--- config.mk ---
export PLATFORM = sky130hd
export DESIGN_NAME = otp_fuse_access
export DESIGN_NICKNAME = d
export VERILOG_FILES = /design/src/rtl/otp_fuse_pkg.sv /design/src/rtl/otp_fuse_access.sv
export VERILOG_INCLUDE_DIRS = /design/src /design/src/rtl
export SDC_FILE = /design/constraint.sdc
export NUM_CORES = 2
export LEC_CHECK = 0
export BUFFER_PORTS_ARGS = -buffer_cell sky130_fd_sc_hd__clkbuf_2
export CELL_PAD_IN_SITES_DETAIL_PLACEMENT = 0
export CELL_PAD_IN_SITES_GLOBAL_PLACEMENT = 1
export CORE_MARGIN = 2
export CORE_UTILIZATION = 42
export CTS_CLUSTER_DIAMETER = 40
export CTS_CLUSTER_SIZE = 14
export DETAILED_ROUTE_END_ITERATION = 12
export PLACE_DENSITY_LB_ADDON = 0.1
export SYNTH_ARGS = -nofsm -noshare
export SYNTH_HDL_FRONTEND = slang
export SYNTH_SLANG_ARGS = --single-unit
--- constraint.sdc ---
create_clock -name REF_CLK -period 26.3 [get_ports REF_CLK]
set_input_delay 0 -clock REF_CLK [delete_from_list [all_inputs] [get_ports REF_CLK]]
set_output_delay 0 -clock REF_CLK [all_outputs]
set_load 0.005 [all_outputs]
--- src/rtl/otp_fuse_defines.svh ---
// constants for the one-time-programmable fuse block
`ifndef OTP_FUSE_DEFINES_SVH
`define OTP_FUSE_DEFINES_SVH
`define KEY_W 256
`define USER_W 32
`define UID_W 64
`define CTRL_W 14
`define FAB_ID_W 57
`define FAB_ID_LSB 7
`define IR_W 6
`define IR_KEY 6'h31
`define IR_USER 6'h33
`define IR_CTRL 6'h34
`define CB_AES_ONLY 0
`define CB_EXT_PR_DIS 1
`define CB_WDIS_KEY_USER 2
`define CB_RDIS_KEY 3
`define CB_RDIS_USER 4
`define CB_WDIS_CTRL 5
`define CTRL_USED_MASK 14'h003f
`define SHIFT_W 256
`endif

--- src/rtl/otp_fuse_pkg.sv ---
// types for the one-time-programmable fuse block
`default_nettype none
package otp_fuse_pkg;
  typedef enum logic [3:0] {
    TS_RESET = 4'h0, TS_IDLE = 4'h1, TS_SEL_DR = 4'h2, TS_CAP_DR = 4'h3,
    TS_SH_DR = 4'h4, TS_EX1_DR = 4'h5, TS_PA_DR = 4'h6, TS_EX2_DR = 4'h7,
    TS_UPD_DR = 4'h8, TS_SEL_IR = 4'h9, TS_CAP_IR = 4'ha, TS_SH_IR = 4'hb,
    TS_EX1_IR = 4'hc, TS_PA_IR = 4'hd, TS_EX2_IR = 4'he, TS_UPD_IR = 4'hf
  } tap_state_t;
  typedef struct packed {
    logic aes_only;
    logic ext_pr_dis;
    logic wdis_key_user;
    logic rdis_key;
    logic rdis_user;
    logic wdis_ctrl;
  } ctrl_bits_t;
  typedef struct packed {
    logic tck;
    logic tms;
    logic tdi;
  } jtag_in_t;
endpackage
`default_nettype wire

--- src/rtl/otp_fuse_access.sv ---
// fuse register set with jtag access and access-control decoding
//
// Operation
// - four fuse registers: 256-bit key, 32-bit user, 64-bit id, 14-bit control.
// - key shifts bit 255 first and feeds the decryptor instead of battery key.
// - user code is 32 bits, shifts bit 0 first, fabric reads it directly.
// - id bits 63:7 form the 57-bit fabric identifier.
// - fabric sees only user code and 57-bit identifier, nothing else.
// - fuse bits only ever go from 0 to 1; disables are permanent.
// - control register programmed and read over jtag, bit 0 first; bits 6-13 reserved.
// - control bit 0 forces fuse key and encrypted-only external bitstreams.
// - with bit 0 clear, bitstream options choose encryption and key source.
// - control bit 1 refuses external partial reconfiguration; internal port still allowed.
// - bit 1 blocks external access after configuration until a documented restart.
// - control bit 2 blocks programming of key and user code.
// - control bit 3 blocks key reading and key and user programming.
// - bit 3 also blocks jtag user read but fabric still sees user code.
// - control bit 4 blocks user reading and key and user programming.
// - control bit 5 blocks further control register programming.
// - key programmable and readable over jtag subject to the access bits.
// - programmed fuse reads 1, pristine fuse reads 0.
// - instruction codes 110001, 110011, 110100 select key, user, control.
`include "otp_fuse_defines.svh"
`default_nettype none
module otp_fuse_access
  import otp_fuse_pkg::*;
#(
  parameter logic [`UID_W-1:0] FACTORY_UID = 64'h0123_4567_89ab_cdef // arbitrary value
) (
  input wire logic REF_CLK,
  input wire logic RST,
  input wire logic TCK,
  input wire logic TMS,
  input wire logic TDI,
  output logic TDO,
  output logic TDO_OE,
  input wire logic BS_ENCRYPT,
  input wire logic BS_KEY_SEL_FUSE,
  input wire logic CFG_DONE,
  input wire logic RESTART_REQ,
  input wire logic PR_REQ_EXT,
  input wire logic PR_REQ_INTERNAL,
  output logic [`KEY_W-1:0] DECRYPT_KEY,
  output logic USE_FUSE_KEY,
  output logic REQUIRE_ENCRYPTION,
  output logic PR_EXT_ALLOWED,
  output logic PR_INT_ALLOWED,
  output logic EXT_CFG_BLOCKED,
  output logic [`USER_W-1:0] FABRIC_USER_CODE,
  output logic [`FAB_ID_W-1:0] FABRIC_ID,
  output logic PROG_REJECT
);

  // ***************************************************
  // pin synchronisers and tck edge detection
  // ***************************************************
  jtag_in_t sync1_r, sync2_r, sync3_r;
  logic tck_rise, tck_fall;

  // two flops per pin; the third stage only serves the edge finder
  always_ff @(posedge REF_CLK or posedge RST) begin
    if (RST) begin
      sync1_r <= '0;
      sync2_r <= '0;
      sync3_r <= '0;
    end else begin
      sync1_r <= '{tck: TCK, tms: TMS, tdi: TDI};
      sync2_r <= sync1_r;
      sync3_r <= sync2_r;
    end
  end
  assign tck_rise = sync2_r.tck & ~sync3_r.tck;
  assign tck_fall = ~sync2_r.tck & sync3_r.tck;

  // ***************************************************
  // tap controller
  // ***************************************************
  tap_state_t st_r, st_nxt;

  // standard test-port state walk on tms
  always_comb begin
    st_nxt = st_r;
    case (st_r)
      TS_RESET: st_nxt = sync2_r.tms ? TS_RESET : TS_IDLE;
      TS_IDLE: st_nxt = sync2_r.tms ? TS_SEL_DR : TS_IDLE;
      TS_SEL_DR: st_nxt = sync2_r.tms ? TS_SEL_IR : TS_CAP_DR;
      TS_CAP_DR: st_nxt = sync2_r.tms ? TS_EX1_DR : TS_SH_DR;
      TS_SH_DR: st_nxt = sync2_r.tms ? TS_EX1_DR : TS_SH_DR;
      TS_EX1_DR: st_nxt = sync2_r.tms ? TS_UPD_DR : TS_PA_DR;
      TS_PA_DR: st_nxt = sync2_r.tms ? TS_EX2_DR : TS_PA_DR;
      TS_EX2_DR: st_nxt = sync2_r.tms ? TS_UPD_DR : TS_SH_DR;
      TS_UPD_DR: st_nxt = sync2_r.tms ? TS_SEL_DR : TS_IDLE;
      TS_SEL_IR: st_nxt = sync2_r.tms ? TS_RESET : TS_CAP_IR;
      TS_CAP_IR: st_nxt = sync2_r.tms ? TS_EX1_IR : TS_SH_IR;
      TS_SH_IR: st_nxt = sync2_r.tms ? TS_EX1_IR : TS_SH_IR;
      TS_EX1_IR: st_nxt = sync2_r.tms ? TS_UPD_IR : TS_PA_IR;
      TS_PA_IR: st_nxt = sync2_r.tms ? TS_EX2_IR : TS_PA_IR;
      TS_EX2_IR: st_nxt = sync2_r.tms ? TS_UPD_IR : TS_SH_IR;
      TS_UPD_IR: st_nxt = sync2_r.tms ? TS_SEL_DR : TS_IDLE;
      default: st_nxt = TS_RESET;
    endcase
  end

  // state advances on each rising tck edge
  always_ff @(posedge REF_CLK or posedge RST) begin
    if (RST) begin
      st_r <= TS_RESET;
    end else if (tck_rise) begin
      st_r <= st_nxt;
    end
  end

  // ***************************************************
  // fuse arrays and control decode
  // ***************************************************
  logic [`KEY_W-1:0] key_fuse_r;
  logic [`USER_W-1:0] user_fuse_r;
  logic [`CTRL_W-1:0] ctrl_fuse_r;
  logic [`UID_W-1:0] uid_fuse;
  ctrl_bits_t cb;

  // factory identifier is never writable from any port
  assign uid_fuse = FACTORY_UID;

  assign cb.aes_only = ctrl_fuse_r[`CB_AES_ONLY];
  assign cb.ext_pr_dis = ctrl_fuse_r[`CB_EXT_PR_DIS];
  assign cb.wdis_key_user = ctrl_fuse_r[`CB_WDIS_KEY_USER];
  assign cb.rdis_key = ctrl_fuse_r[`CB_RDIS_KEY];
  assign cb.rdis_user = ctrl_fuse_r[`CB_RDIS_USER];
  assign cb.wdis_ctrl = ctrl_fuse_r[`CB_WDIS_CTRL];

  // any of bits 2, 3, 4 locks key and user programming
  function automatic logic key_user_wlock(input ctrl_bits_t c);
    key_user_wlock = c.wdis_key_user | c.rdis_key | c.rdis_user;
  endfunction

  // ***************************************************
  // instruction and data shift registers
  // ***************************************************
  logic [`IR_W-1:0] ir_sh_r, ir_r;
  logic [`SHIFT_W-1:0] dr_r;
  logic prog_reject_r;
  logic tdo_r, tdo_oe_r;
  logic sel_key, sel_user, sel_ctrl;

  assign sel_key = (ir_r == `IR_KEY);
  assign sel_user = (ir_r == `IR_USER);
  assign sel_ctrl = (ir_r == `IR_CTRL);

  // instruction path; unknown codes select a one-bit bypass
  always_ff @(posedge REF_CLK or posedge RST) begin
    if (RST) begin
      ir_sh_r <= '0;
      ir_r <= '0;
    end else if (tck_rise) begin
      if (st_r == TS_RESET) begin
        ir_r <= '0;
      end else if (st_r == TS_CAP_IR) begin
        ir_sh_r <= 6'h01;
      end else if (st_r == TS_SH_IR) begin
        ir_sh_r <= {sync2_r.tdi, ir_sh_r[`IR_W-1:1]};
      end else if (st_r == TS_UPD_IR) begin
        ir_r <= ir_sh_r;
      end
    end
  end

  // data capture and shift; key shifts msb first, others lsb first
  always_ff @(posedge REF_CLK or posedge RST) begin
    if (RST) begin
      dr_r <= '0;
    end else if (tck_rise) begin
      if (st_r == TS_CAP_DR) begin
        dr_r <= '0;
        if (sel_key && !cb.rdis_key) begin
          dr_r <= key_fuse_r;
        end else if (sel_user && !cb.rdis_key && !cb.rdis_user) begin
          dr_r[`USER_W-1:0] <= user_fuse_r;
        end else if (sel_ctrl) begin
          dr_r[`CTRL_W-1:0] <= ctrl_fuse_r;
        end
      end else if (st_r == TS_SH_DR) begin
        if (sel_key) begin
          dr_r <= {dr_r[`SHIFT_W-2:0], sync2_r.tdi};
        end else if (sel_user) begin
          dr_r[`USER_W-1:0] <= {sync2_r.tdi, dr_r[`USER_W-1:1]};
        end else if (sel_ctrl) begin
          dr_r[`CTRL_W-1:0] <= {sync2_r.tdi, dr_r[`CTRL_W-1:1]};
        end else begin
          dr_r[0] <= sync2_r.tdi;
        end
      end
    end
  end

  // burning only ORs ones in, so a fuse never returns to zero
  always_ff @(posedge REF_CLK or posedge RST) begin
    if (RST) begin
      key_fuse_r <= '0;
      user_fuse_r <= '0;
      ctrl_fuse_r <= '0;
      prog_reject_r <= 1'b0;
    end else if (tck_rise && st_r == TS_UPD_DR) begin
      prog_reject_r <= 1'b0;
      if (sel_key || sel_user) begin
        if (key_user_wlock(cb)) begin
          prog_reject_r <= 1'b1;
        end else if (sel_key) begin
          key_fuse_r <= key_fuse_r | dr_r;
        end else begin
          user_fuse_r <= user_fuse_r | dr_r[`USER_W-1:0];
        end
      end else if (sel_ctrl) begin
        if (cb.wdis_ctrl) begin
          prog_reject_r <= 1'b1;
        end else begin
          ctrl_fuse_r <= ctrl_fuse_r | (dr_r[`CTRL_W-1:0] & `CTRL_USED_MASK);
        end
      end
    end
  end

  // tdo changes on falling tck, driven only in shift states
  always_ff @(posedge REF_CLK or posedge RST) begin
    if (RST) begin
      tdo_r <= 1'b0;
      tdo_oe_r <= 1'b0;
    end else if (tck_fall) begin
      tdo_oe_r <= (st_r == TS_SH_DR) || (st_r == TS_SH_IR);
      if (st_r == TS_SH_IR) begin
        tdo_r <= ir_sh_r[0];
      end else if (sel_key) begin
        tdo_r <= dr_r[`SHIFT_W-1];
      end else begin
        tdo_r <= dr_r[0];
      end
    end
  end

  // ***************************************************
  // configuration policy and fabric outputs
  // ***************************************************
  logic ext_lock_r;

  // with control bit 1 set, external block holds from each configuration end until a restart event
  always_ff @(posedge REF_CLK or posedge RST) begin
    if (RST) begin
      ext_lock_r <= 1'b0;
    end else if (RESTART_REQ) begin
      ext_lock_r <= 1'b0;
    end else if (CFG_DONE && cb.ext_pr_dis) begin
      ext_lock_r <= 1'b1;
    end
  end

  // registered outputs so the fabric sees glitch-free values
  always_ff @(posedge REF_CLK or posedge RST) begin
    if (RST) begin
      DECRYPT_KEY <= '0;
      USE_FUSE_KEY <= 1'b0;
      REQUIRE_ENCRYPTION <= 1'b0;
      PR_EXT_ALLOWED <= 1'b0;
      PR_INT_ALLOWED <= 1'b0;
      FABRIC_USER_CODE <= '0;
      FABRIC_ID <= '0;
    end else begin
      // key only leaves toward the decryptor when it is the chosen source
      USE_FUSE_KEY <= cb.aes_only | BS_KEY_SEL_FUSE;
      REQUIRE_ENCRYPTION <= cb.aes_only | BS_ENCRYPT;
      DECRYPT_KEY <= (cb.aes_only | BS_KEY_SEL_FUSE) ? key_fuse_r : '0;
      PR_EXT_ALLOWED <= PR_REQ_EXT & ~cb.ext_pr_dis & ~ext_lock_r;
      PR_INT_ALLOWED <= PR_REQ_INTERNAL;
      FABRIC_USER_CODE <= user_fuse_r;
      FABRIC_ID <= uid_fuse[`UID_W-1:`FAB_ID_LSB];
    end
  end

  assign EXT_CFG_BLOCKED = ext_lock_r;
  assign PROG_REJECT = prog_reject_r;
  assign TDO = tdo_r;
  assign TDO_OE = tdo_oe_r;

endmodule
`default_nettype wire

==> implementation parameters <==
Parameter                              Value

Layout
  Layout cells sized above 1    approximately a fifth
  Post-Layout Cell Count    4134
  Most frequent cells in the layout    870 x dfrtp_1, 332 x clkbuf_2, 294 x a21o_1, 288 x a21oi_1, 258 x and2_1
  Signed area change from the synthesized netlist to the final layout    21.8%
  Final net count    roughly 3000
  Most frequent standard cell in the layout excluding fill and tap cells    dfrtp_1

GRT
  Largest net degree at the start of global routing    around 250
  Global router's overall resource usage    between 10% and 20%
  First-pass GRT wire length    between 100000 and 150000 um
  Antenna violations before repair    1
  Grt ovf    0
  Number of global-route vias before repair    around 22000

Pwr
  Leak Pwr    between 20 and 25 nW
  Power per Cell Area    roughly 100 nW/um2
  VDD IR-drop max    ~0.000061 V
  Overall power consumption    slightly above 0.004 W

Placement
  Gpl congestion    approximately 0.75
  Port Buffer Count    between 300 and 400
  Placed wire-length estimate after detailed placement    approximately 44000 um
  Placed insts    ~3900

STA
  Aggregate negative setup slack    0 ns
  Final critical path time including I/O delays and setup    around 5.6 ns
  Hold violation count in the final report    0
  Final slew viol count    0
  Maximum frequency from static timing analysis    179 MHz
  Final setup fails    0
  Worst Skew    approximately 0.036 ns
  Share of the clock period used by the worst path after layout    a little over a fifth
  Tightest Pin Transition    between 1 and 1.5 ns
  RSZ-0062 raised after global routing    no
  Slew Limit Headroom    16.1%

Floorplanning
  Vertical die dimension    roughly 280 um
  Chip width    between 200 and 300 um
  Initial cell density of the core    42.3%
  Core box area    a little under 80000 um2
  # IOs    364
  Floorplan die area    80000 um2
  Row count    between 100 and 150

Clocking
  Number of levels in the clock H-tree    4
  Cell chosen for the clock root    clkbuf_16
  Longest Clk Path Bufs    3
  CTS tree    yes
  Reg clk slew, reported paths    approximately 0.050 ns
  Clk_lat worst skew    ~0.70 ns
  Clock buffer count from CTS    132
  TritonCTS sink count    870
  Cts repair resizes    0

Synthesis
  Number of synthesized flops with an enable pin    0
  Primary FF master, synth    dfrtp_1
  Most area-consuming cells after synthesis    dfrtp_1 67%, a21o_1 6.8%, a22oi_1 5.3%
  Area share of the leading cell type in the synthesized netlist    around 67%
  Gate Count Post-Synth    roughly 2700
  Post-synthesis sequential area ratio    66.7%
  Async SR Flop Fraction    between 90% and 100%
  Number of storage elements in the synthesis netlist    870
  Area of the mapped netlist    between 30000 and 40000 um2
  Count of unique library cells instantiated by Yosys    around 50
  Yosys warns    0
  Avg Synthesized Cell Area    about 12 um2
  Library cell with the largest summed area after synthesis    dfrtp_1

Worst hold path
  Hold path start    CFG_DONE
  Worst hold path stage count    4
  Worst min-delay path category    in -> reg
  Endpoint, Worst Hold    EXT_CFG_BLOCKED$_DFFE_PP0P_

Route
  Via density per instance    5.17
  Number of detailed-routing iterations run before antenna repair    5
  Routed wire length per instance    about 18 um
  Number of nets with antenna violations after detailed routing    0
  DRC violation count after routing    0
  Drt first-iter violations    ~1800
  Total via count in the routed design    ~21000
  DRT Wirelength    between 70000 and 80000 um

Critical path
  FF-to-FF setup slack    21.34 ns
  Data required time at the worst endpoint    about 27 ns
  Type of element launching the critical path    primary input
  Endpoint of the worst-slack reg-to-reg timing path    key_fuse_r[163]$_DFFE_PP0P_
  Largest fanout on the critical path    97
  RR Startpoint    ir_r[3]$_DFFE_PP0P_
  Worst EP arrival    between 6 and 7 ns
  Path type of the worst setup path    in -> async
  Count of cells along the worst register-to-register path    7
  Endpoint type of the worst setup path    asynchronous set/reset pin

Run status
  Outcome    complete, no violations

Run
  Max-cap violations    0
[logic make-up (layout without fill, tap and decap cells)]
logic type	after synthesis	in the layout	synth area share, %
buf+inv	261	624	4.03
simple gates	640	640	10.1
compound gates	892	892	18.0
mux	34	34	1.15
flops	870	870	66.7
other cells	2	34	0.0230
[layer usage]
layer  wire length, um  global-route usage, %
met1             34800                   26.8
met2             35600                   29.4
met3              3590                   4.06
met4              1970                   7.00
met5                 0                      0
[flip-flops by register name (all words and copies together), names as in the netlist, 3 cells and up]
register / flops
ir_sh_r: 6
key_fuse_r: 256
user_fuse_r: 32
ctrl_fuse_r: 6
sync2_r: 3
DECRYPT_KEY: 256
FABRIC_USER_CODE: 32
ir_r: 6
sync1_r: 3
dr_r: 256
st_r: 4
[what timing repair did]
item                                   4_1_cts  5_1_grt
setup endpoints to repair                    0        0
hold buffers                                16        0
endpoints found under the hold margin      101        0
setup buffers                                0        0
[metrics by stage]
stage          util [%]  hold slack [ns]  worst slack (ns)  cell area, um2
2_1_floorplan         -           0.0314              1.85           32800
3_3_place_gp       45.0            0.109             21.07           34700
3_5_place_dp       45.0            0.110             20.87           34700
4_1_cts            51.5           0.0426             20.46           39800
5_1_grt            51.5            0.106             19.73           39800
6_report           51.5            0.130             20.71           39800
[Yosys cell counts (4+ instances only)]
cell type	number
nand3_1	5
buf_1	7
mux2_2	27
clkbuf_1	102
nand2b_1	4
a22oi_1	229
buf_4	62
a21oi_1	288
mux2i_1	7
dfrtp_1	870
nor2_1	234
nor3_1	29
o21ai_0	50
a21o_1	294
and2_1	258
inv_1	7
buf_2	83
or3_1	4
nor2b_1	33
a22o_1	6
nand2_1	52
[power by group]
group	internal [W]	switching (W)	total [W]	leakage, nW
Sequential	0.00153	0.000170	0.00170	12.0
Clock	0.00124	0.000649	0.00189	2.35
Combinational	0.000204	0.000232	0.000436	7.46
Total	0.00297	0.00105	0.00403	21.8
[critical path: stages]
cell,delay (ns)
dlygate4sd3_1,0.53
clkbuf_2,0.10
dlygate4sd3_1,0.62
inv_8,0.44
buf_4,0.80
buf_4,0.84
buf_4,0.79
buf_4,0.89
buf_4,0.91
[final cells by class]
class	count	area, um2
Clock inverter	85	1290
Fill cell	6774	37500
Timing Repair Buffer	374	2080
Clock buffer	158	3590
Sequential cell	870	21800
Inverter	7	33.8
Antenna cell	2	5.00
Tap cell	1040	1300
Multi-Input combinational cell	1598	9690
[how the worst max path moves through the flow]
stage	from	end	slack [ns]	depth (start not counted)
2_1_floorplan	RST	DECRYPT_KEY[0]$_DFF_PP0_	1.85	1
3_3_place_gp	RST	dr_r[149]$_DFFE_PP0P_	21.07	7
3_5_place_dp	RST	key_fuse_r[149]$_DFFE_PP0P_	20.87	7
4_1_cts	RST	dr_r[148]$_DFFE_PP0P_	20.46	9
5_1_grt	RST	key_fuse_r[149]$_DFFE_PP0P_	19.73	9
6_report	RST	key_fuse_r[142]$_DFFE_PP0P_	20.71	9
(Power assumes the default switching activity.)
